<file path="src/hdl/tmr_regs.svh">
// Register map and constants of the 8-bit timer/counter.
// Assumes an AXI4-Lite slave with 32-bit data; registers sit in the low byte.
`ifndef TMR_REGS_SVH
`define TMR_REGS_SVH

// ----------------------------------------
// Byte offsets
// ----------------------------------------
`define TMR_OFS_CTRL 5'h00
`define TMR_OFS_COUNT 5'h04
`define TMR_OFS_COMPARE 5'h08
`define TMR_OFS_FLAG 5'h0c
`define TMR_OFS_MASK 5'h10
`define TMR_OFS_ASYNC 5'h14

// ----------------------------------------
// Field positions
// ----------------------------------------
`define TMR_CTRL_CS_LSB 0
`define TMR_CTRL_WAVE_LSB 3
`define TMR_CTRL_ACT_LSB 5
`define TMR_CTRL_FORCE_BIT 7
`define TMR_FLAG_OVF_BIT 0
`define TMR_FLAG_CMP_BIT 1
`define TMR_ASYNC_SEL_BIT 0
`define TMR_ASYNC_EXT_BIT 1
`define TMR_ASYNC_RISE_BIT 2

// ----------------------------------------
// Reset values and counter extremes
// ----------------------------------------
`define TMR_RST_BYTE 8'h00
`define TMR_BOTTOM 8'h00
`define TMR_MAX 8'hff

// ----------------------------------------
// Prescaler tap masks (divide by 1, 8, 32, 64, 128, 256, 1024)
// ----------------------------------------
`define TMR_DIV1_MASK 10'h000
`define TMR_DIV8_MASK 10'h007
`define TMR_DIV32_MASK 10'h01f
`define TMR_DIV64_MASK 10'h03f
`define TMR_DIV128_MASK 10'h07f
`define TMR_DIV256_MASK 10'h0ff
`define TMR_DIV1024_MASK 10'h3ff

`endif

</file>
<file path="src/hdl/tmr_pkg.sv">
// Types shared by the timer core and its tick generator.
// Assumes nothing outside this package.
package tmr_pkg;

   // ----------------------------------------
   // Waveform modes and compare output actions
   // ----------------------------------------
   typedef enum logic [1:0] {
      TMR_WAVE_NORMAL = 2'b00,
      TMR_WAVE_PHASE = 2'b01,
      TMR_WAVE_CTC = 2'b10,
      TMR_WAVE_FAST = 2'b11
   } tmr_wave_t;

   typedef enum logic [1:0] {
      TMR_ACT_NONE = 2'b00,
      TMR_ACT_TOGGLE = 2'b01,
      TMR_ACT_CLEAR = 2'b10,
      TMR_ACT_SET = 2'b11
   } tmr_act_t;

   // Both PWM modes share buffering and forbid forcing
   function automatic logic tmr_is_pwm(input tmr_wave_t w);
      return (w == TMR_WAVE_PHASE) || (w == TMR_WAVE_FAST);
   endfunction

endpackage

</file>
<file path="src/hdl/tmr_tick_if.sv">
// Tick source selection and the resulting timer tick.
// Assumes both ends run on aclk.
`timescale 1ns/100ps
`default_nettype none
interface tmr_tick_if;
   logic [2:0] clock_sel;
   logic async_sel;
   logic ext_sel;
   logic ext_rise;
   logic tick;

   modport gen (input clock_sel, input async_sel, input ext_sel, input ext_rise, output tick);
   modport core (output clock_sel, output async_sel, output ext_sel, output ext_rise, input tick);
endinterface
`default_nettype wire

</file>
<file path="src/hdl/tmr_tick_gen.sv">
// Timer tick generator: pin synchronisers, prescaler and source select.
// Assumes the pins are asynchronous to aclk and toggle slower than aclk/2.
`timescale 1ns/100ps
`default_nettype none
`include "tmr_regs.svh"
module tmr_tick_gen
   import tmr_pkg::*;
(
   input wire logic aclk,
   input wire logic aresetn,
   input wire logic ext_count_pin,
   input wire logic crystal_pin_a,
   tmr_tick_if.gen tick_if
);
   logic [1:0] ext_sync;
   logic ext_last;
   logic [1:0] xtal_sync;
   logic xtal_last;
   logic [9:0] presc;
   logic tick;

   // Tap mask for the selected division
   function automatic logic [9:0] presc_mask(input logic [2:0] cs);
      logic [9:0] m;
      m = `TMR_DIV1_MASK;
      unique case (cs)
         3'h2: m = `TMR_DIV8_MASK;
         3'h3: m = `TMR_DIV32_MASK;
         3'h4: m = `TMR_DIV64_MASK;
         3'h5: m = `TMR_DIV128_MASK;
         3'h6: m = `TMR_DIV256_MASK;
         3'h7: m = `TMR_DIV1024_MASK;
         default: m = `TMR_DIV1_MASK;
      endcase
      return m;
   endfunction

   // ----------------------------------------
   // Edge detection on synchronised pins
   // ----------------------------------------
   wire ext_rise_evt = ext_sync[1] & ~ext_last;
   wire ext_fall_evt = ~ext_sync[1] & ext_last;
   wire xtal_pulse = xtal_sync[1] & ~xtal_last;
   // Crystal edges replace the bus clock as prescaler source
   wire src_pulse = tick_if.async_sel ? xtal_pulse : 1'b1;
   wire [9:0] tap_mask = presc_mask(tick_if.clock_sel);
   wire presc_hit = src_pulse && ((presc & tap_mask) == tap_mask);
   wire ext_hit = tick_if.ext_rise ? ext_rise_evt : ext_fall_evt;
   wire next_tick = (tick_if.clock_sel != 3'h0) && (tick_if.ext_sel ? ext_hit : presc_hit);

   // Two flops before any edge logic reads a pin
   always_ff @(posedge aclk) begin
      if (!aresetn) begin
         ext_sync <= 2'h0;
         ext_last <= 1'b0;
         xtal_sync <= 2'h0;
         xtal_last <= 1'b0;
      end else begin
         ext_sync <= {ext_sync[0], ext_count_pin};
         ext_last <= ext_sync[1];
         xtal_sync <= {xtal_sync[0], crystal_pin_a};
         xtal_last <= xtal_sync[1];
      end
   end

   // Free-running prescaler; shared taps keep the divisions phase aligned
   always_ff @(posedge aclk) begin
      if (!aresetn) begin
         presc <= 10'h000;
         tick <= 1'b0;
      end else begin
         presc <= src_pulse ? 10'(presc + 10'h001) : presc;
         tick <= next_tick;
      end
   end

   assign tick_if.tick = tick;
endmodule
`default_nettype wire

</file>
<file path="src/hdl/tmr_timer8.sv">
// Single-channel 8-bit timer/counter with compare output and AXI4-Lite registers.
// Assumes one clock; the interrupt controller pulses the ack inputs on service.
// Behaviour
// - Count and compare are 8-bit read/write registers
// - Tick from prescaler or pin; zero stops
// - Async select takes tick from crystal
// - Bottom is 0x00, max 0xFF, top per mode
// - Each tick clears, increments or decrements counter
// - Counter write beats count; always accessible
// - Waveform field picks sequence and overflow timing
// - Match sets compare flag on next tick
// - Enabled compare flag raises interrupt request
// - Flag clears on service or written one
// - PWM modes buffer compare; others bypass
// - Buffered mode: software sees buffer register
// - Force strobe acts like match, no flag
// - Counter write blocks match at next tick
// - Output from match, max, bottom, mode, action
// - Output state kept across mode changes
// - Action field takes effect immediately
// - Both flags readable, individually maskable
// - Modes: normal 0, phase 1, CTC 2, fast 3
// - Action zero never changes output
//
// Our own choices: the AXI4-Lite register port and the placing of the registers.
`timescale 1ns/100ps
`default_nettype none
`include "tmr_regs.svh"
module tmr_timer8
   import tmr_pkg::*;
#(
   parameter int AW = 5
)(
   input wire logic aclk,
   input wire logic aresetn,
   input wire logic [AW-1:0] s_axi_awaddr,
   input wire logic s_axi_awvalid,
   output logic s_axi_awready,
   input wire logic [31:0] s_axi_wdata,
   input wire logic [3:0] s_axi_wstrb,
   input wire logic s_axi_wvalid,
   output logic s_axi_wready,
   output logic [1:0] s_axi_bresp,
   output logic s_axi_bvalid,
   input wire logic s_axi_bready,
   input wire logic [AW-1:0] s_axi_araddr,
   input wire logic s_axi_arvalid,
   output logic s_axi_arready,
   output logic [31:0] s_axi_rdata,
   output logic [1:0] s_axi_rresp,
   output logic s_axi_rvalid,
   input wire logic s_axi_rready,
   input wire logic ext_count_pin,
   input wire logic crystal_pin_a,
   input wire logic ovf_irq_ack,
   input wire logic cmp_irq_ack,
   output logic ovf_irq,
   output logic cmp_irq,
   output logic compare_output,
   output logic compare_output_en
);
   if (AW < 5 || AW > 32) begin : g_bad_aw
      $error("tmr_timer8: AW must lie in 5..32");
   end

   localparam logic [1:0] RESP_OKAY = 2'b00;
   localparam logic [1:0] RESP_SLVERR = 2'b10;

   // ----------------------------------------
   // State
   // ----------------------------------------
   logic aw_held;
   logic [AW-1:0] aw_addr;
   logic w_held;
   logic [7:0] w_byte;
   logic w_lane0;
   logic [2:0] ctrl_cs;
   tmr_wave_t wave;
   tmr_act_t act;
   logic async_sel;
   logic ext_sel;
   logic ext_rise;
   logic mask_ovf;
   logic mask_cmp;
   logic flag_ovf;
   logic flag_cmp;
   logic [7:0] count;
   logic [7:0] ocr_act;
   logic [7:0] ocr_buf;
   logic down;
   logic block;
   logic oc;

   tmr_tick_if tif ();

   tmr_tick_gen u_tick (
      .aclk(aclk),
      .aresetn(aresetn),
      .ext_count_pin(ext_count_pin),
      .crystal_pin_a(crystal_pin_a),
      .tick_if(tif)
   );

   assign tif.clock_sel = ctrl_cs;
   assign tif.async_sel = async_sel;
   assign tif.ext_sel = ext_sel;
   assign tif.ext_rise = ext_rise;

   // Address hit: upper bits zero, low bits equal the word offset
   function automatic logic addr_hit(input logic [AW-1:0] a, input logic [4:0] ofs);
      return ((a >> 5) == '0) && ({a[4:2], 2'b00} == ofs);
   endfunction

   // Output action applied on a match or a force
   function automatic logic act_apply(input tmr_act_t a, input logic o);
      logic r;
      r = o;
      unique case (a)
         TMR_ACT_NONE: r = o;
         TMR_ACT_TOGGLE: r = ~o;
         TMR_ACT_CLEAR: r = 1'b0;
         TMR_ACT_SET: r = 1'b1;
      endcase
      return r;
   endfunction

   // ----------------------------------------
   // Bus decode
   // ----------------------------------------
   assign s_axi_awready = !aw_held;
   assign s_axi_wready = !w_held;
   assign s_axi_arready = !s_axi_rvalid;
   wire do_wr = aw_held && w_held && !s_axi_bvalid;
   wire wr_ok = addr_hit(aw_addr, `TMR_OFS_CTRL) || addr_hit(aw_addr, `TMR_OFS_COUNT)
      || addr_hit(aw_addr, `TMR_OFS_COMPARE) || addr_hit(aw_addr, `TMR_OFS_FLAG)
      || addr_hit(aw_addr, `TMR_OFS_MASK) || addr_hit(aw_addr, `TMR_OFS_ASYNC);
   // Only byte lane 0 carries register bits
   wire wr_go = do_wr && w_lane0;
   wire we_ctrl = wr_go && addr_hit(aw_addr, `TMR_OFS_CTRL);
   wire we_count = wr_go && addr_hit(aw_addr, `TMR_OFS_COUNT);
   wire we_cmp = wr_go && addr_hit(aw_addr, `TMR_OFS_COMPARE);
   wire we_flag = wr_go && addr_hit(aw_addr, `TMR_OFS_FLAG);
   wire we_mask = wr_go && addr_hit(aw_addr, `TMR_OFS_MASK);
   wire we_async = wr_go && addr_hit(aw_addr, `TMR_OFS_ASYNC);
   wire rd_go = s_axi_arvalid && s_axi_arready;

   // ----------------------------------------
   // Counter unit
   // ----------------------------------------
   wire pwm = tmr_is_pwm(wave);
   wire at_max = (count == `TMR_MAX);
   wire at_bottom = (count == `TMR_BOTTOM);
   wire match_eff = (count == ocr_act) && !block;
   // Write wins over every tick-driven change except the direction update
   wire tick_run = tif.tick && !we_count;
   wire match_evt = tick_run && match_eff;
   wire next_down = (wave == TMR_WAVE_PHASE) && (at_max ? 1'b1 : (at_bottom ? 1'b0 : down));
   wire ctc_clear = (wave == TMR_WAVE_CTC) && match_eff;
   wire [7:0] next_step = next_down ? 8'(count - 8'h01) : 8'(count + 8'h01);
   wire [7:0] next_count = we_count ? w_byte : (!tif.tick ? count : (ctc_clear ? `TMR_BOTTOM : next_step));
   // Phase correct flags at bottom; the others at the max-to-bottom step
   wire ovf_evt = tick_run && ((wave == TMR_WAVE_PHASE) ? at_bottom : at_max);
   // Max is top for the phase mode and the step to bottom for fast PWM
   wire buf_upd = pwm && tick_run && at_max;

   // ----------------------------------------
   // Waveform generator
   // ----------------------------------------
   wire [7:0] ctrl_wr_byte = w_byte;
   wire force_evt = we_ctrl && ctrl_wr_byte[`TMR_CTRL_FORCE_BIT]
      && !tmr_is_pwm(tmr_wave_t'(ctrl_wr_byte[`TMR_CTRL_WAVE_LSB +: 2]));
   wire [1:0] act_code = act;
   wire pwm_act = act_code[1];
   wire fast_bot = (wave == TMR_WAVE_FAST) && tick_run && at_max;
   // Fast PWM: match drives one level, bottom the other, bottom wins
   wire fast_oc = fast_bot ? (act == TMR_ACT_CLEAR) : (match_evt ? (act == TMR_ACT_SET) : oc);
   // Phase correct: level depends on counting direction at the match
   wire phase_oc = match_evt ? ((act == TMR_ACT_SET) ^ down) : oc;
   wire pwm_oc = !pwm_act ? oc : ((wave == TMR_WAVE_FAST) ? fast_oc : phase_oc);
   wire plain_oc = match_evt ? act_apply(act, oc) : oc;
   wire next_oc = force_evt ? act_apply(tmr_act_t'(ctrl_wr_byte[`TMR_CTRL_ACT_LSB +: 2]), oc)
      : (pwm ? pwm_oc : plain_oc);

   // ----------------------------------------
   // Flags: a set in the clearing cycle wins
   // ----------------------------------------
   wire clr_ovf = (we_flag && w_byte[`TMR_FLAG_OVF_BIT]) || ovf_irq_ack;
   wire clr_cmp = (we_flag && w_byte[`TMR_FLAG_CMP_BIT]) || cmp_irq_ack;
   wire next_flag_ovf = ovf_evt || (flag_ovf && !clr_ovf);
   wire next_flag_cmp = match_evt || (flag_cmp && !clr_cmp);

   assign ovf_irq = flag_ovf && mask_ovf;
   assign cmp_irq = flag_cmp && mask_cmp;
   assign compare_output = oc;
   assign compare_output_en = (act != TMR_ACT_NONE);

   // ----------------------------------------
   // Read mux
   // ----------------------------------------
   wire [7:0] ctrl_rd = {1'b0, act_code, wave, ctrl_cs};
   wire [7:0] cmp_rd = pwm ? ocr_buf : ocr_act;
   wire [7:0] rd_byte = addr_hit(s_axi_araddr, `TMR_OFS_CTRL) ? ctrl_rd
      : addr_hit(s_axi_araddr, `TMR_OFS_COUNT) ? count
      : addr_hit(s_axi_araddr, `TMR_OFS_COMPARE) ? cmp_rd
      : addr_hit(s_axi_araddr, `TMR_OFS_FLAG) ? {6'h00, flag_cmp, flag_ovf}
      : addr_hit(s_axi_araddr, `TMR_OFS_MASK) ? {6'h00, mask_cmp, mask_ovf}
      : addr_hit(s_axi_araddr, `TMR_OFS_ASYNC) ? {5'h00, ext_rise, ext_sel, async_sel}
      : `TMR_RST_BYTE;
   wire rd_ok = addr_hit(s_axi_araddr, `TMR_OFS_CTRL) || addr_hit(s_axi_araddr, `TMR_OFS_COUNT)
      || addr_hit(s_axi_araddr, `TMR_OFS_COMPARE) || addr_hit(s_axi_araddr, `TMR_OFS_FLAG)
      || addr_hit(s_axi_araddr, `TMR_OFS_MASK) || addr_hit(s_axi_araddr, `TMR_OFS_ASYNC);

   // Write channel capture; address and data may come in either order
   always_ff @(posedge aclk) begin
      if (!aresetn) begin
         aw_held <= 1'b0;
         aw_addr <= '0;
         w_held <= 1'b0;
         w_byte <= `TMR_RST_BYTE;
         w_lane0 <= 1'b0;
         s_axi_bvalid <= 1'b0;
         s_axi_bresp <= RESP_OKAY;
      end else begin
         if (s_axi_awvalid && s_axi_awready) begin
            aw_held <= 1'b1;
            aw_addr <= s_axi_awaddr;
         end else if (do_wr) begin
            aw_held <= 1'b0;
         end
         if (s_axi_wvalid && s_axi_wready) begin
            w_held <= 1'b1;
            w_byte <= s_axi_wdata[7:0];
            w_lane0 <= s_axi_wstrb[0];
         end else if (do_wr) begin
            w_held <= 1'b0;
         end
         if (do_wr) begin
            s_axi_bvalid <= 1'b1;
            s_axi_bresp <= wr_ok ? RESP_OKAY : RESP_SLVERR;
         end else if (s_axi_bready) begin
            s_axi_bvalid <= 1'b0;
         end
      end
   end

   // Read channel; reads have no side effects
   always_ff @(posedge aclk) begin
      if (!aresetn) begin
         s_axi_rvalid <= 1'b0;
         s_axi_rdata <= 32'h0000_0000;
         s_axi_rresp <= RESP_OKAY;
      end else if (rd_go) begin
         s_axi_rvalid <= 1'b1;
         s_axi_rdata <= {24'h00_0000, rd_byte};
         s_axi_rresp <= rd_ok ? RESP_OKAY : RESP_SLVERR;
      end else if (s_axi_rready) begin
         s_axi_rvalid <= 1'b0;
      end
   end

   // Configuration registers; action field acts at once, unbuffered
   always_ff @(posedge aclk) begin
      if (!aresetn) begin
         ctrl_cs <= 3'h0;
         wave <= TMR_WAVE_NORMAL;
         act <= TMR_ACT_NONE;
         async_sel <= 1'b0;
         ext_sel <= 1'b0;
         ext_rise <= 1'b0;
         mask_ovf <= 1'b0;
         mask_cmp <= 1'b0;
      end else begin
         if (we_ctrl) begin
            ctrl_cs <= w_byte[`TMR_CTRL_CS_LSB +: 3];
            wave <= tmr_wave_t'(w_byte[`TMR_CTRL_WAVE_LSB +: 2]);
            act <= tmr_act_t'(w_byte[`TMR_CTRL_ACT_LSB +: 2]);
         end
         if (we_async) begin
            async_sel <= w_byte[`TMR_ASYNC_SEL_BIT];
            ext_sel <= w_byte[`TMR_ASYNC_EXT_BIT];
            ext_rise <= w_byte[`TMR_ASYNC_RISE_BIT];
         end
         if (we_mask) begin
            mask_ovf <= w_byte[`TMR_FLAG_OVF_BIT];
            mask_cmp <= w_byte[`TMR_FLAG_CMP_BIT];
         end
      end
   end

   // Counter, direction and match blocking
   always_ff @(posedge aclk) begin
      if (!aresetn) begin
         count <= `TMR_BOTTOM;
         down <= 1'b0;
         block <= 1'b0;
      end else begin
         count <= next_count;
         down <= tif.tick ? next_down : down;
         block <= we_count ? 1'b1 : (tif.tick ? 1'b0 : block);
      end
   end

   // Compare registers; PWM writes land in the buffer
   always_ff @(posedge aclk) begin
      if (!aresetn) begin
         ocr_act <= `TMR_RST_BYTE;
         ocr_buf <= `TMR_RST_BYTE;
      end else begin
         ocr_buf <= we_cmp ? w_byte : ocr_buf;
         if (we_cmp && !pwm) begin
            ocr_act <= w_byte;
         end else if (buf_upd) begin
            ocr_act <= ocr_buf;
         end
      end
   end

   // Flags and output state; mode writes leave the output alone
   always_ff @(posedge aclk) begin
      if (!aresetn) begin
         flag_ovf <= 1'b0;
         flag_cmp <= 1'b0;
         oc <= 1'b0;
      end else begin
         flag_ovf <= next_flag_ovf;
         flag_cmp <= next_flag_cmp;
         oc <= next_oc;
      end
   end
endmodule
`default_nettype wire

</file>
<file path="config.mk">
export PLATFORM = sky130hd
export DESIGN_NAME = tmr_timer8
export DESIGN_NICKNAME = d
export VERILOG_FILES = /design/src/hdl/tmr_pkg.sv /design/src/hdl/tmr_tick_if.sv /design/src/hdl/tmr_tick_gen.sv /design/src/hdl/tmr_timer8.sv
export VERILOG_INCLUDE_DIRS = /design/src /design/src/hdl
export SDC_FILE = /design/constraint.sdc
export NUM_CORES = 1
export LEC_CHECK = 0
export BUFFER_PORTS_ARGS = -buffer_cell sky130_fd_sc_hd__buf_2
export CAP_MARGIN = 30
export CORE_ASPECT_RATIO = 1.5
export CORE_MARGIN = 8
export CORE_UTILIZATION = 49
export DETAILED_ROUTE_END_ITERATION = 12
export GPL_ROUTABILITY_DRIVEN = 0
export PLACE_DENSITY = 0.77
export SLEW_MARGIN = 10
export SYNTH_ARGS = -nofsm -noshare
export SYNTH_HDL_FRONTEND = slang
export SYNTH_SLANG_ARGS = --single-unit
</file>
<file path="constraint.sdc">
create_clock -name aclk -period 2.48 [get_ports aclk]
set_input_delay 0.372 -clock aclk [delete_from_list [all_inputs] [get_ports aclk]]
set_output_delay 0.372 -clock aclk [all_outputs]
set_load 0.05 [all_outputs]
</file>
== After elaboration in Yosys (flattened, before gate mapping) ==
Cells that the tools add are included.
Word-level totals
  register bits: 88
  bits in latches: 0
  bits in writable memories: 0
  memory bits (read-only): 0
  bits of input ports: 57
  output and inout bits: 45
  word-level logic and storage cells: 194
  memories: 0
Operators by class
  add/sub/neg operators: 3
  $mul: 0
  divide/modulo/power cells: 0
  order comparisons: 0
  eq/ne operators: 33
  shift operators: 0
  muxes and demuxes: 41
  bitwise operators: 9
  reductions and logical operators: 76
Operators by type and width (number)
  2-to-1 mux 8 bit: 10
  case mux 10 bit (6 select lines): 1
  logical AND 1 bit: 33
  equality test 3 bit (second input constant): 8
  2-to-1 mux 1 bit: 23
  equality test 3 x 2 -> 1 bit (second input constant): 6
  logical OR 1 bit: 16
  equality test 2 bit (second input constant): 7
  nonzero test 2 bit: 7
  nonzero test 3 bit: 4
  adder 10 x 1 -> 10 bit (second input constant): 1
  bitwise AND 10 bit: 1
  equality test 10 bit: 1
  zero test 1 bit: 10
  2-to-1 mux 3 bit: 3
  adder 8 x 1 -> 8 bit (second input constant): 1
  equality test 2 x 1 -> 1 bit (second input constant): 4
  equality test 8 bit: 1
  equality test 8 bit (second input constant): 1
  zero test 8 bit: 1
  subtractor 8 x 1 -> 8 bit (second input constant): 1
  equality test 3 x 1 -> 1 bit (second input constant): 2
  zero test 3 bit: 2
  case mux 1 bit (3 select lines): 2
  other kinds (9): 16

== Logic depth before layout (Yosys ltp) ==
Gate-level depths: netlist of run 1.
  depth after elaboration: 13
  gate-level depth with buffers: 11
  mapped depth without buffers: 10

== By module ==
A second synthesis of run 1 with hierarchy kept.
Unflattened totals
  cells, all modules: 525
  area total of the unflattened synthesis: 4578.1 µm²
By module, submodules not included
  tmr_timer8: times used 1, cells an instance 445, area an instance 3758.6 µm², seq. area each 1341.3 µm²
  tmr_tick_gen: times used 1, cells an instance 80, area an instance 819.5 µm², seq. area each 340.3 µm²

== Worst setup path after synthesis of run 1 ==
No wires, ideal clock.
  path kind: register -> register
  start: register count[0]
  end: register count[7]
  setup time: 0.123 ns
  arrival: 2.591 ns
  setup slack: -0.234 ns
  cell stages (with the launch flop): 10
  buffers on the path: 0
  clock period less this slack: 2.714 ns
  cells stage by stage: dfxtp_1 > or4_1 > o21a_1 > o21a_1 > ha_1 > o21a_1 > a2111oi_0 > nor3_1 > xnor2_1 > o21ai_1
Between the ends
  word-level cells in the longest chain between the ends: 8
RTL lines
  start, declared: line tmr_timer8.sv:87  | logic [7:0] count;
  start signal, assigned: line tmr_timer8.sv:293  | count <= `TMR_BOTTOM;
  start signal, assigned: line tmr_timer8.sv:297  | count <= next_count;
  zero test 8 bit (no source line)
  2-to-1 mux 1 bit: line tmr_timer8.sv:157  | wire next_down = (wave == TMR_WAVE_PHASE) && (at_max ? 1'b1 : (at_bottom ? 1'b0 : down));
  2-to-1 mux 1 bit (*): line tmr_timer8.sv:157
  logical AND 1 bit (*): line tmr_timer8.sv:157
  via next_down: line tmr_timer8.sv:157
  2-to-1 mux 8 bit (*): line tmr_timer8.sv:159  | wire [7:0] next_step = next_down ? 8'(count - 8'h01) : 8'(count + 8'h01);
  2-to-1 mux 8 bit (*) (3 in a row): line tmr_timer8.sv:160  | wire [7:0] next_count = we_count ? w_byte : (!tif.tick ? count : (ctc_clear ? `TMR_BOTTOM : next_step));
Mark *: on every way through the listed nets, which the timed path passes. The rest lies on a longest branch. The select of a mux whose other input is x is not followed.
A chain may end at the register's enable or synchronous reset.

== Final worst setup path of run 1 ==
  start: register count[7]
  end: register count[6]
The elaborated chain is that of the path after synthesis.

==> qor.txt, run 1 <==
Die W: 93.3 um
Fmax: 388 MHz
WP data arrival: 2.85 ns
fin cells: 706
Worst setup EP type: register
crit path kind: register to register
Via Count: 4034
Final Hold Fails: 0
pin count of the biggest net entering global routing: 37
initial DRC count: 330
WL final: 11.6 mm
Seq cells post-synth: 84
final count of pins violating max slew: 0
die height: 132 um
via/cell ratio: 5.71
number of core rows: 42
worst slack, placed: -0.195 ns
post-DP HPWL: 8.65 mm
port buffer count: 44
worst hold path type: primary input to register
CORE AREA: 8780 sq um
total gr overflow: 0
GRT Total Usage: 0.192
Yosys warning total: 0
final worst-path cycle share: 1.04
drt drc: 0
Initial Util: 0.500
Least-Margin Pin Slew: 0.964 ns
Setup TNS: -0.271 ns
fin nets: 656
failing checks: setup timing
clk_lat worst skew: 0.34 ns
Synth Instances: 537
Placed Cells incl. Taps: 688
first-pass GRT wire length: 19.0 mm
Ant. Diodes: 0
max-capacitance violation count: 0
crit-path max FO: 7
DRT Pass-1 Iters: 5
# fillers: 776
antenna violations before repair: 0
clock sinks: 84
Cells on Worst Hold Path: 2
vias in the first global route: 3966
Worst VDD drop: 581 uV
Synth cell types: 57
Area Overhead vs Synth: 18.1%
share of post-route cells with drive strength above 1: 0.193
Seq/Total Area, Yosys: 0.383
Post-Syn Area: 4390 sq um
Post-synth top flop: dfxtp_1
antenna-violating nets left: 0
Pleak: 2.10 nW
Final Setup Violations: 5
CP startpoint kind: register
PD cells: 602 nW/um^2
Slew HR: 0.349
TritonCTS clock tree: done
async set-reset flop share out of synthesis: 0
reg2reg path depth: 10
RSZ-0062 raised after global routing: yes
clk_skew: 0.00763 ns
DIE AREA: 12300 sq um
hold buffer count at cts: 0
worst setup margin: -0.0986 ns
Clock Pin Slew Worst Setup and Hold Paths: 0.06 ns
Mean Syn Cell Area: 8.17 sq um
H-tree depth: 3
CTS max path bufs: 2
Top-Level Pins: 102
WL/cell: 16.4 um
CTS root buf: clkbuf_16
Final Critical Period: 2.58 ns
TritonCTS buffer count: 9
Critical Path RT: 2.75 ns
EDFF count, synth: 0
status: complete, but fails checks
per-stage QoR:
stage | hold WS (ns) | power (mW) | instance area (sq um) | utilization
after floorplan | 0.412 | 1.68 | 4550 | -
after global placement | 0.414 | 1.71 | 4780 | 0.545
after detailed placement | 0.424 | 1.71 | 4780 | 0.545
after CTS | 0.202 | 3.14 | 5130 | 0.585
after global routing | 0.231 | 3.21 | 5180 | 0.590
final | 0.212 | 3.12 | 5180 | 0.590
repair_timing:
| item | in CTS | in global routing |
|---|---|---|
| pin swaps | 7 | 8 |
| endpoints found under the hold margin | 0 | 0 |
| cloned | 0 | 0 |
| setup buffers | 1 | 2 |
| gates resized for setup | 4 | 7 |
| setup endpoints to repair | 4 | 6 |
placed cells by master, fill, tap and decap left out, types with 12 or more instances in the layout:
cell and instances:
a21oi_1 30, mux2i_1 34, buf_2 44, inv_1 16
o21ai_0 16, nor2_1 78, xnor2_1 14, nand2_1 66
nor3_1 13, nand3_1 12, buf_4 25, conb_1 26
dfxtp_1 80
cell type report:
| class | count | area [sq um] | area share |
|---|---|---|---|
| Clock inverter | 5 | 85.1 | 0.0164 |
| Clock buffer | 11 | 233 | 0.0449 |
| Timing Repair Buffer | 70 | 419 | 0.0809 |
| Multi-Input combinational cell | 409 | 2560 | 0.493 |
| Sequential cell | 84 | 1690 | 0.326 |
| Inverter | 17 | 63.8 | 0.0123 |
| Tap cell | 110 | 138 | 0.0266 |
where the power goes:
part           switching, mW  internal (mW)  total [mW]
Clock                  0.541          0.889        1.43
Combinational          0.212         0.0611       0.274
Sequential            0.0371           1.38        1.41
path summary, 6_finish.rpt:
path	slack, ns	from	end
setup reg to reg	-0.1	count[7]$_SDFFE_PN0P_	count[6]$_SDFFE_PN0P_
hold / removal	0.21	s_axi_rready	s_axi_rvalid$_SDFFE_PN0P_
setup / recovery	-0.1	count[7]$_SDFFE_PN0P_	count[6]$_SDFFE_PN0P_
hold reg to reg	0.43	u_tick.xtal_sync[1]$_SDFF_PN0_	u_tick.xtal_last$_SDFF_PN0_
Yosys cell counts, drive strengths merged (6+ instances only):
cell type	n	area share
nand3	12	0.014
nor2b	6	0.0086
nor3	13	0.015
ha	7	0.020
and2	7	0.010
nand4	7	0.010
nand2	66	0.056
clkbuf	17	0.015
dfxtp	84	0.38
mux2i	34	0.078
o21ai	20	0.023
xor2	9	0.018
a221oi	9	0.018
and3	8	0.011
a22oi	7	0.012
nor2	78	0.067
inv	17	0.015
buf	35	0.054
a21oi	32	0.036
xnor2	14	0.028
registers in the layout (all words and copies together), names as in the netlist, 2 cells and up:
name and count:
ctrl_wr_byte 8, s_axi_rdata 8, ctrl_cs 3, count 8, u_tick.ext_sync 2, wave 2
ocr_buf 8, u_tick.xtal_sync 2, aw_addr 3, u_tick.presc 10, ocr_act 8, act 2
logic make-up after synthesis:
group | synth area share
other cells | 0.000855
mux | 0.0878
simple gates | 0.234
compound gates | 0.141
fa+ha+maj | 0.0245
buf+inv | 0.0827
flops | 0.383
xor+xnor | 0.0459
worst max-delay path: stages (launching register included):
cell	delay (ns)
dfxtp_2	0.32
or4_4	0.53
o21a_1	0.20
o21a_4	0.26
fa_2	0.36
a21o_1	0.17
a21oi_2	0.16
nor2b_1	0.08
mux2i_1	0.12
a21bo_2	0.19
a31oi_1	0.11
metal layers:
layer / vias up / routed length [um] / global-route usage
li1: 1925 / - / -
met1: 1888 / 4410 / 0.200
met2: 171 / 5760 / 0.325
met3: 50 / 803 / 0.0433
met4: 0 / 633 / 0.140
met5: - / 0 / 0
Note: power is estimated with default switching activity, not from simulation.
==> run 2: changes to the inputs <==
--- a/config.mk
+++ b/config.mk
@@ -8,12 +8,13 @@
 export LEC_CHECK = 0
 export BUFFER_PORTS_ARGS = -buffer_cell sky130_fd_sc_hd__buf_2
 export CAP_MARGIN = 30
-export CORE_ASPECT_RATIO = 1.5
+export CORE_ASPECT_RATIO = 0.9
 export CORE_MARGIN = 8
 export CORE_UTILIZATION = 49
 export DETAILED_ROUTE_END_ITERATION = 12
 export GPL_ROUTABILITY_DRIVEN = 0
 export PLACE_DENSITY = 0.77
+export SKIP_CTS_REPAIR_TIMING = 1
 export SLEW_MARGIN = 10
 export SYNTH_ARGS = -nofsm -noshare
 export SYNTH_HDL_FRONTEND = slang
==> run 2 against run 1 <==
  * The flow still finishes with violations (setup timing)
  * First-iteration DRC count decreased by 12%
  * Setup slack got worse by 0.028 ns
  * Clock skew increased by 0.00074 ns
  * Design area decreased by 1.9%
  * Via count decreased by 0.67%
  * Sequential share of layout area increased by 0.61 points
  * Cell count increased by 1.6%
  * Combinational power about the same
  * Critical path type unchanged
==> qor.txt, run 2 (same netlist as run 1, synthesis figures left out) <==
RSZ-0062 raised after global routing: yes
worst reg2reg path endpoint: count[6]$_SDFFE_PN0P_
Top-Level Pins: 102 (unchanged)
Least-Margin Pin Slew: 0.925 ns (-0.0387 ns)
Initial Util: 0.507 (+0.00738)
vias in the first global route: 3899 (-1.7%)
total power: 2.61 mW (-16%)
first-pass GRT wire length: 18.8 mm (-0.94%)
pin count of the biggest net entering global routing: 43 (+16%)
clock sinks: 84 (unchanged)
Worst VDD drop: 370 uV (-36%)
drt drc: 0 (unchanged)
Die W: 116 um (+24%)
TritonCTS buffer count: 9 (unchanged)
fin nets: 658 (+0.30%)
worst reg2reg path startpoint: count[2]$_SDFFE_PN0P_
Ant. Diodes: 0 (unchanged)
die height: 106 um (-20%)
Via Count: 4007 (-0.67%)
reg2reg setup slack: -0.13 ns (-0.03 ns)
clk_skew: 0.00837 ns (+0.000739 ns)
commonest cells after routing, fill and taps aside: dfxtp_1, nor2_1, nand2_1
share of post-route cells with drive strength above 1: 0.199 (+0.00604)
Final Hold Fails: 0 (unchanged)
DRT Pass-1 Iters: 5 (unchanged)
final count of pins violating max slew: 0 (unchanged)
GRT Total Usage: 0.191 (-0.000700)
final instance area: 5080 sq um (-1.9%)
DP Area: 4830 sq um (+0.97%)
Clock Pin Slew Worst Setup and Hold Paths: 0.09 ns (+0.03 ns)
max-capacitance violation count: 0 (unchanged)
TritonCTS clock tree: done
worst slack, placed: -0.175 ns (+0.0203 ns)
H-tree depth: 3 (unchanged)
last element of the critical path: count[6]$_SDFFE_PN0P_
Final Util: 0.588 (-0.00272)
total gr overflow: 0 (unchanged)
fin cells: 717 (+1.6%)
CTS max path bufs: 2 (unchanged)
clk_lat worst skew: 0.37 ns (+0.03 ns)
Worst setup EP type: register
CP startpoint kind: register
CORE AREA: 8650 sq um (-1.5%)
WP data arrival: 2.90 ns (+0.05 ns)
crit-path max FO: 7 (unchanged)
crit path kind: register to register
final worst-path cycle share: 1.05 (+0.0114)
Critical Path RT: 2.77 ns (+0.02 ns)
Final Setup Violations: 5 (unchanged)
Placed Cells incl. Taps: 700 (+1.7%)
Slew HR: 0.375 (+0.0262)
Final Critical Period: 2.61 ns (+0.0283 ns)
Fmax: 384 MHz (-1.1%)
Area Overhead vs Synth: 15.8%
via/cell ratio: 5.59 (-2.2%)
number of core rows: 32 (-24%)
antenna violations before repair: 0 (unchanged)
worst setup margin: -0.127 ns (-0.0283 ns)
reg2reg path depth: 10 (unchanged)
status: complete, but fails checks
worst setup path startpoint: count[2]$_SDFFE_PN0P_
DIE AREA: 12200 sq um (-0.47%)
PD cells: 514 nW/um^2 (-15%)
antenna-violating nets left: 0 (unchanged)
failing checks: setup timing
post-DP HPWL: 8.39 mm (-3.0%)
CTS root buf: clkbuf_8
Pleak: 2.05 nW (-2.3%)
register with the most flip-flops: u_tick.presc
max FFs per register: 10 (unchanged)
WL/cell: 16.2 um (-1.2%)
initial DRC count: 289 (-12%)
most common cell after layout, fill and taps aside: dfxtp_1
worst hold path type: primary input to register
WL final: 11.6 mm (+0.32%)
port buffer count: 44 (unchanged)
## run 2: where the power goes
part	switching (mW)	internal, mW	leakage (nW)
clock	0.522	0.399	0.0868
combinational	0.213	0.0613	1.28
sequential	0.0386	1.38	0.683
total	0.774	1.84	2.05
## run 2: metrics by stage
stage                     TNS (ns)  hold WS [ns]
after floorplan             -0.111         0.412
after global placement      -0.302         0.422
after detailed placement    -0.511         0.432
after CTS                   -0.586         0.175
after global routing        -0.779         0.197
final                       -0.334         0.180
## run 2: worst max-delay path, stage by stage (launching register included)
cell and delay, ns:
dfxtp_2 0.32, or4_4 0.53, o21a_1 0.22, o21a_4 0.25
fa_2 0.35, a21o_1 0.17, a21oi_2 0.19, nor2b_1 0.08
mux2i_1 0.12, a21bo_2 0.19, a31oi_1 0.11
## run 2: cell type report
| cell class | count | area, sq um |
|---|---|---|
| multi-input combinational | 409 | 2550 |
| inverter | 17 | 63.8 |
| tap | 119 | 149 |
| clock buffer | 10 | 138 |
| fill | 779 | 3570 |
| clock inverter | 6 | 47.5 |
| sequential | 84 | 1690 |
| timing repair buffer | 72 | 447 |
## run 2: how the worst min path moves through the flow
stage / from / to / cells past startpoint
2_1_floorplan: u_tick.ext_sync[0]$_SDFF_PN0_ / u_tick.ext_sync[1]$_SDFF_PN0_ / 1
3_3_place_gp: u_tick.ext_sync[0]$_SDFF_PN0_ / u_tick.ext_sync[1]$_SDFF_PN0_ / 1
3_5_place_dp: u_tick.ext_sync[0]$_SDFF_PN0_ / u_tick.ext_sync[1]$_SDFF_PN0_ / 1
4_1_cts: s_axi_rready / s_axi_rvalid$_SDFFE_PN0P_ / 2
5_1_grt: s_axi_rready / s_axi_rvalid$_SDFFE_PN0P_ / 2
6_report: s_axi_rready / s_axi_rvalid$_SDFFE_PN0P_ / 2
## run 2: layer usage
layer / track usage / vias to the layer above / wire length (um)
met4: 0.0777 / 0 / 267
met1: 0.236 / 1876 / 5020
li1: - / 1919 / -
met5: 0 / - / 0
met2: 0.307 / 184 / 5320
met3: 0.0542 / 28 / 1040
==> run 3: changes to the inputs <==
--- a/config.mk
+++ b/config.mk
@@ -10,10 +10,10 @@
 export CAP_MARGIN = 30
 export CORE_ASPECT_RATIO = 0.9
 export CORE_MARGIN = 8
-export CORE_UTILIZATION = 49
+export CORE_UTILIZATION = 54
 export DETAILED_ROUTE_END_ITERATION = 12
 export GPL_ROUTABILITY_DRIVEN = 0
-export PLACE_DENSITY = 0.77
+export PLACE_DENSITY = 0.8
 export SKIP_CTS_REPAIR_TIMING = 1
 export SLEW_MARGIN = 10
 export SYNTH_ARGS = -nofsm -noshare
==> constraint.sdc (replaced) <==
create_clock -name aclk -period 2.4 [get_ports aclk]
set_input_delay 0.36 -clock aclk [delete_from_list [all_inputs] [get_ports aclk]]
set_output_delay 0.36 -clock aclk [all_outputs]
set_load 0.05 [all_outputs]
==> run 3 against run 2 <==
  * The run still ends with setup timing left
  * Global-route usage increased by 1.4 points
  * Clock skew rose by 0.0024 ns
  * Register-to-register slack worse by 0.13 ns
  * Setup slack worse by 0.13 ns
  * Via count is 1.5% higher
  * Wire length rose by 0.46%
  * Critical endpoint is now count[4]$_SDFFE_PN0P_
  * Largest power group unchanged
==> qor.txt, run 3 (same netlist as run 1, synthesis figures left out) <==
hold_ws: 0.179 ns (-0.00131 ns)
fin nets: 657 (-0.15%)
Fmax: 376 MHz (-2.1%)
Cells on Worst Hold Path: 2 (unchanged)
M3 GR Usage: 0.0645 (+0.0103)
Worst VDD drop: 533 uV (+44%)
crit path kind: register to register
Final Hold Fails: 0 (unchanged)
global routing's busiest layer: met2
RSZ-0062 raised after global routing: yes
drt drc: 0 (unchanged)
share of post-route cells with drive strength above 1: 0.198 (-0.00101)
vias in the first global route: 4105 (+5.3%)
Final Setup Violations: 5 (unchanged)
die height: 102 um (-4.0%)
antenna violations before repair: 0 (unchanged)
reg2reg path depth: 10 (unchanged)
worst setup margin: -0.262 ns (-0.135 ns)
pin count of the biggest net entering global routing: 42 (-2.3%)
Final Critical Period: 2.66 ns (+0.0548 ns)
antenna-violating nets left: 0 (unchanged)
clk_lat worst skew: 0.35 ns (-0.02 ns)
clk_skew: 0.0107 ns (+0.00238 ns)
WP data arrival: 2.91 ns (about the same)
register with the most flip-flops: u_tick.presc
max FFs per register: 10 (unchanged)
Slew HR: 0.577 (+0.202)
Ant. Diodes: 0 (unchanged)
Top-Level Pins: 102 (unchanged)
Initial Util: 0.552 (+0.0445)
worst slack, placed: -0.313 ns (-0.138 ns)
met1 Use GR: 0.239 (+0.00300)
WL/cell: 16.8 um (+3.6%)
WL final: 11.7 mm (+0.46%)
most common cell after layout, fill and taps aside: dfxtp_1
TritonCTS clock tree: done
met2 Use GR: 0.349 (+0.0423)
CTS root buf: clkbuf_8
fin cells: 695 (-3.1%)
CP startpoint kind: register
DIE AREA: 11300 sq um (-7.9%)
total gr overflow: 0 (unchanged)
TritonCTS buffer count: 9 (unchanged)
max-capacitance violation count: 0 (unchanged)
Clock Pin Slew Worst Setup and Hold Paths: 0.09 ns (about the same)
worst hold path type: primary input to register
Die W: 111 um (-4.1%)
first-pass GRT wire length: 19.3 mm (+2.5%)
Area Overhead vs Synth: 16.1%
final instance area: 5090 sq um (+0.20%)
DRT Pass-1 Iters: 6 (+1)
Least-Margin Pin Slew: 0.633 ns (-0.292 ns)
port buffer count: 44 (unchanged)
Setup TNS: -0.861 ns (-0.527 ns)
# fillers: 656 (-16%)
Final Util: 0.640 (+0.0528)
status: complete, but fails checks
final worst-path cycle share: 1.11 (+0.0579)
H-tree depth: 3 (unchanged)
commonest cells after routing, fill and taps aside: dfxtp_1, nor2_1, nand2_1
total power: 2.85 mW (+9.2%)
DP Area: 4790 sq um (-0.83%)
GRT Total Usage: 0.206 (+0.0144)
clock sinks: 84 (unchanged)
final count of pins violating max slew: 0 (unchanged)
Placed Cells incl. Taps: 678 (-3.1%)
Worst setup EP type: register
Pleak: 2.08 nW (+1.5%)
PD cells: 560 nW/um^2 (+9.0%)
CORE AREA: 7950 sq um (-8.1%)
failing checks: setup timing
Via Count: 4067 (+1.5%)
number of core rows: 31 (-3.1%)
post-DP HPWL: 8.44 mm (+0.65%)
Critical Path RT: 2.65 ns (-0.12 ns)
CTS max path bufs: 2 (unchanged)
crit-path max FO: 6 (-1)
via/cell ratio: 5.85 (+4.7%)
initial DRC count: 356 (+23%)
[run 3: cell types whose count changed in the layout (fill, tap and decap cells not counted), moves of 2 or more]
| cell | delta |
|---|---|
| a221oi_1 | -2 |
| a221oi_2 | +2 |
| clkinvlp_4 | -3 |
| bufinv_16 | +2 |
[run 3: area by class of cell]
type | count | area [sq um] | share of cell area
multi-input combinational | 409 | 2560 | 0.504
timing repair buffer | 71 | 439 | 0.0862
tap | 99 | 124 | 0.0243
inverter | 17 | 63.8 | 0.0125
clock buffer | 11 | 141 | 0.0278
sequential | 84 | 1690 | 0.331
clock inverter | 4 | 73.8 | 0.0145
[run 3: power by group]
group / leakage, nW / total [mW] / switching (mW) / internal, mW
clock network: 0.109 / 1.10 / 0.494 / 0.610
logic: 1.29 / 0.287 / 0.222 / 0.0646
registers: 0.683 / 1.46 / 0.0375 / 1.42
[run 3: final timing paths]
| kind | startpoint | to | slack (ns) |
|---|---|---|---|
| worst max-delay path | count[1]$_SDFFE_PN0P_ | count[4]$_SDFFE_PN0P_ | -0.26 |
| worst min register to register | u_tick.xtal_sync[0]$_SDFF_PN0_ | u_tick.xtal_sync[1]$_SDFF_PN0_ | 0.44 |
| worst min-delay path | s_axi_rready | s_axi_rvalid$_SDFFE_PN0P_ | 0.18 |
| worst max register to register | count[1]$_SDFFE_PN0P_ | count[4]$_SDFFE_PN0P_ | -0.26 |
[run 3: routing by layer]
layer,routed length [um],vias to the layer above
met5,0,-
met4,311,0
met3,1020,40
met2,5500,189
met1,4860,1919
li1,-,1919
[run 3: worst max-delay path: stages, from the launching register on]
cell and delay, ns:
dfxtp_2 0.33, or4_4 0.54, o21a_1 0.21, o21a_4 0.24, fa_2 0.36, a21o_1 0.18, a21oi_2 0.19, buf_4 0.15
xnor2_2 0.06, a221oi_2 0.23, nor2_1 0.07
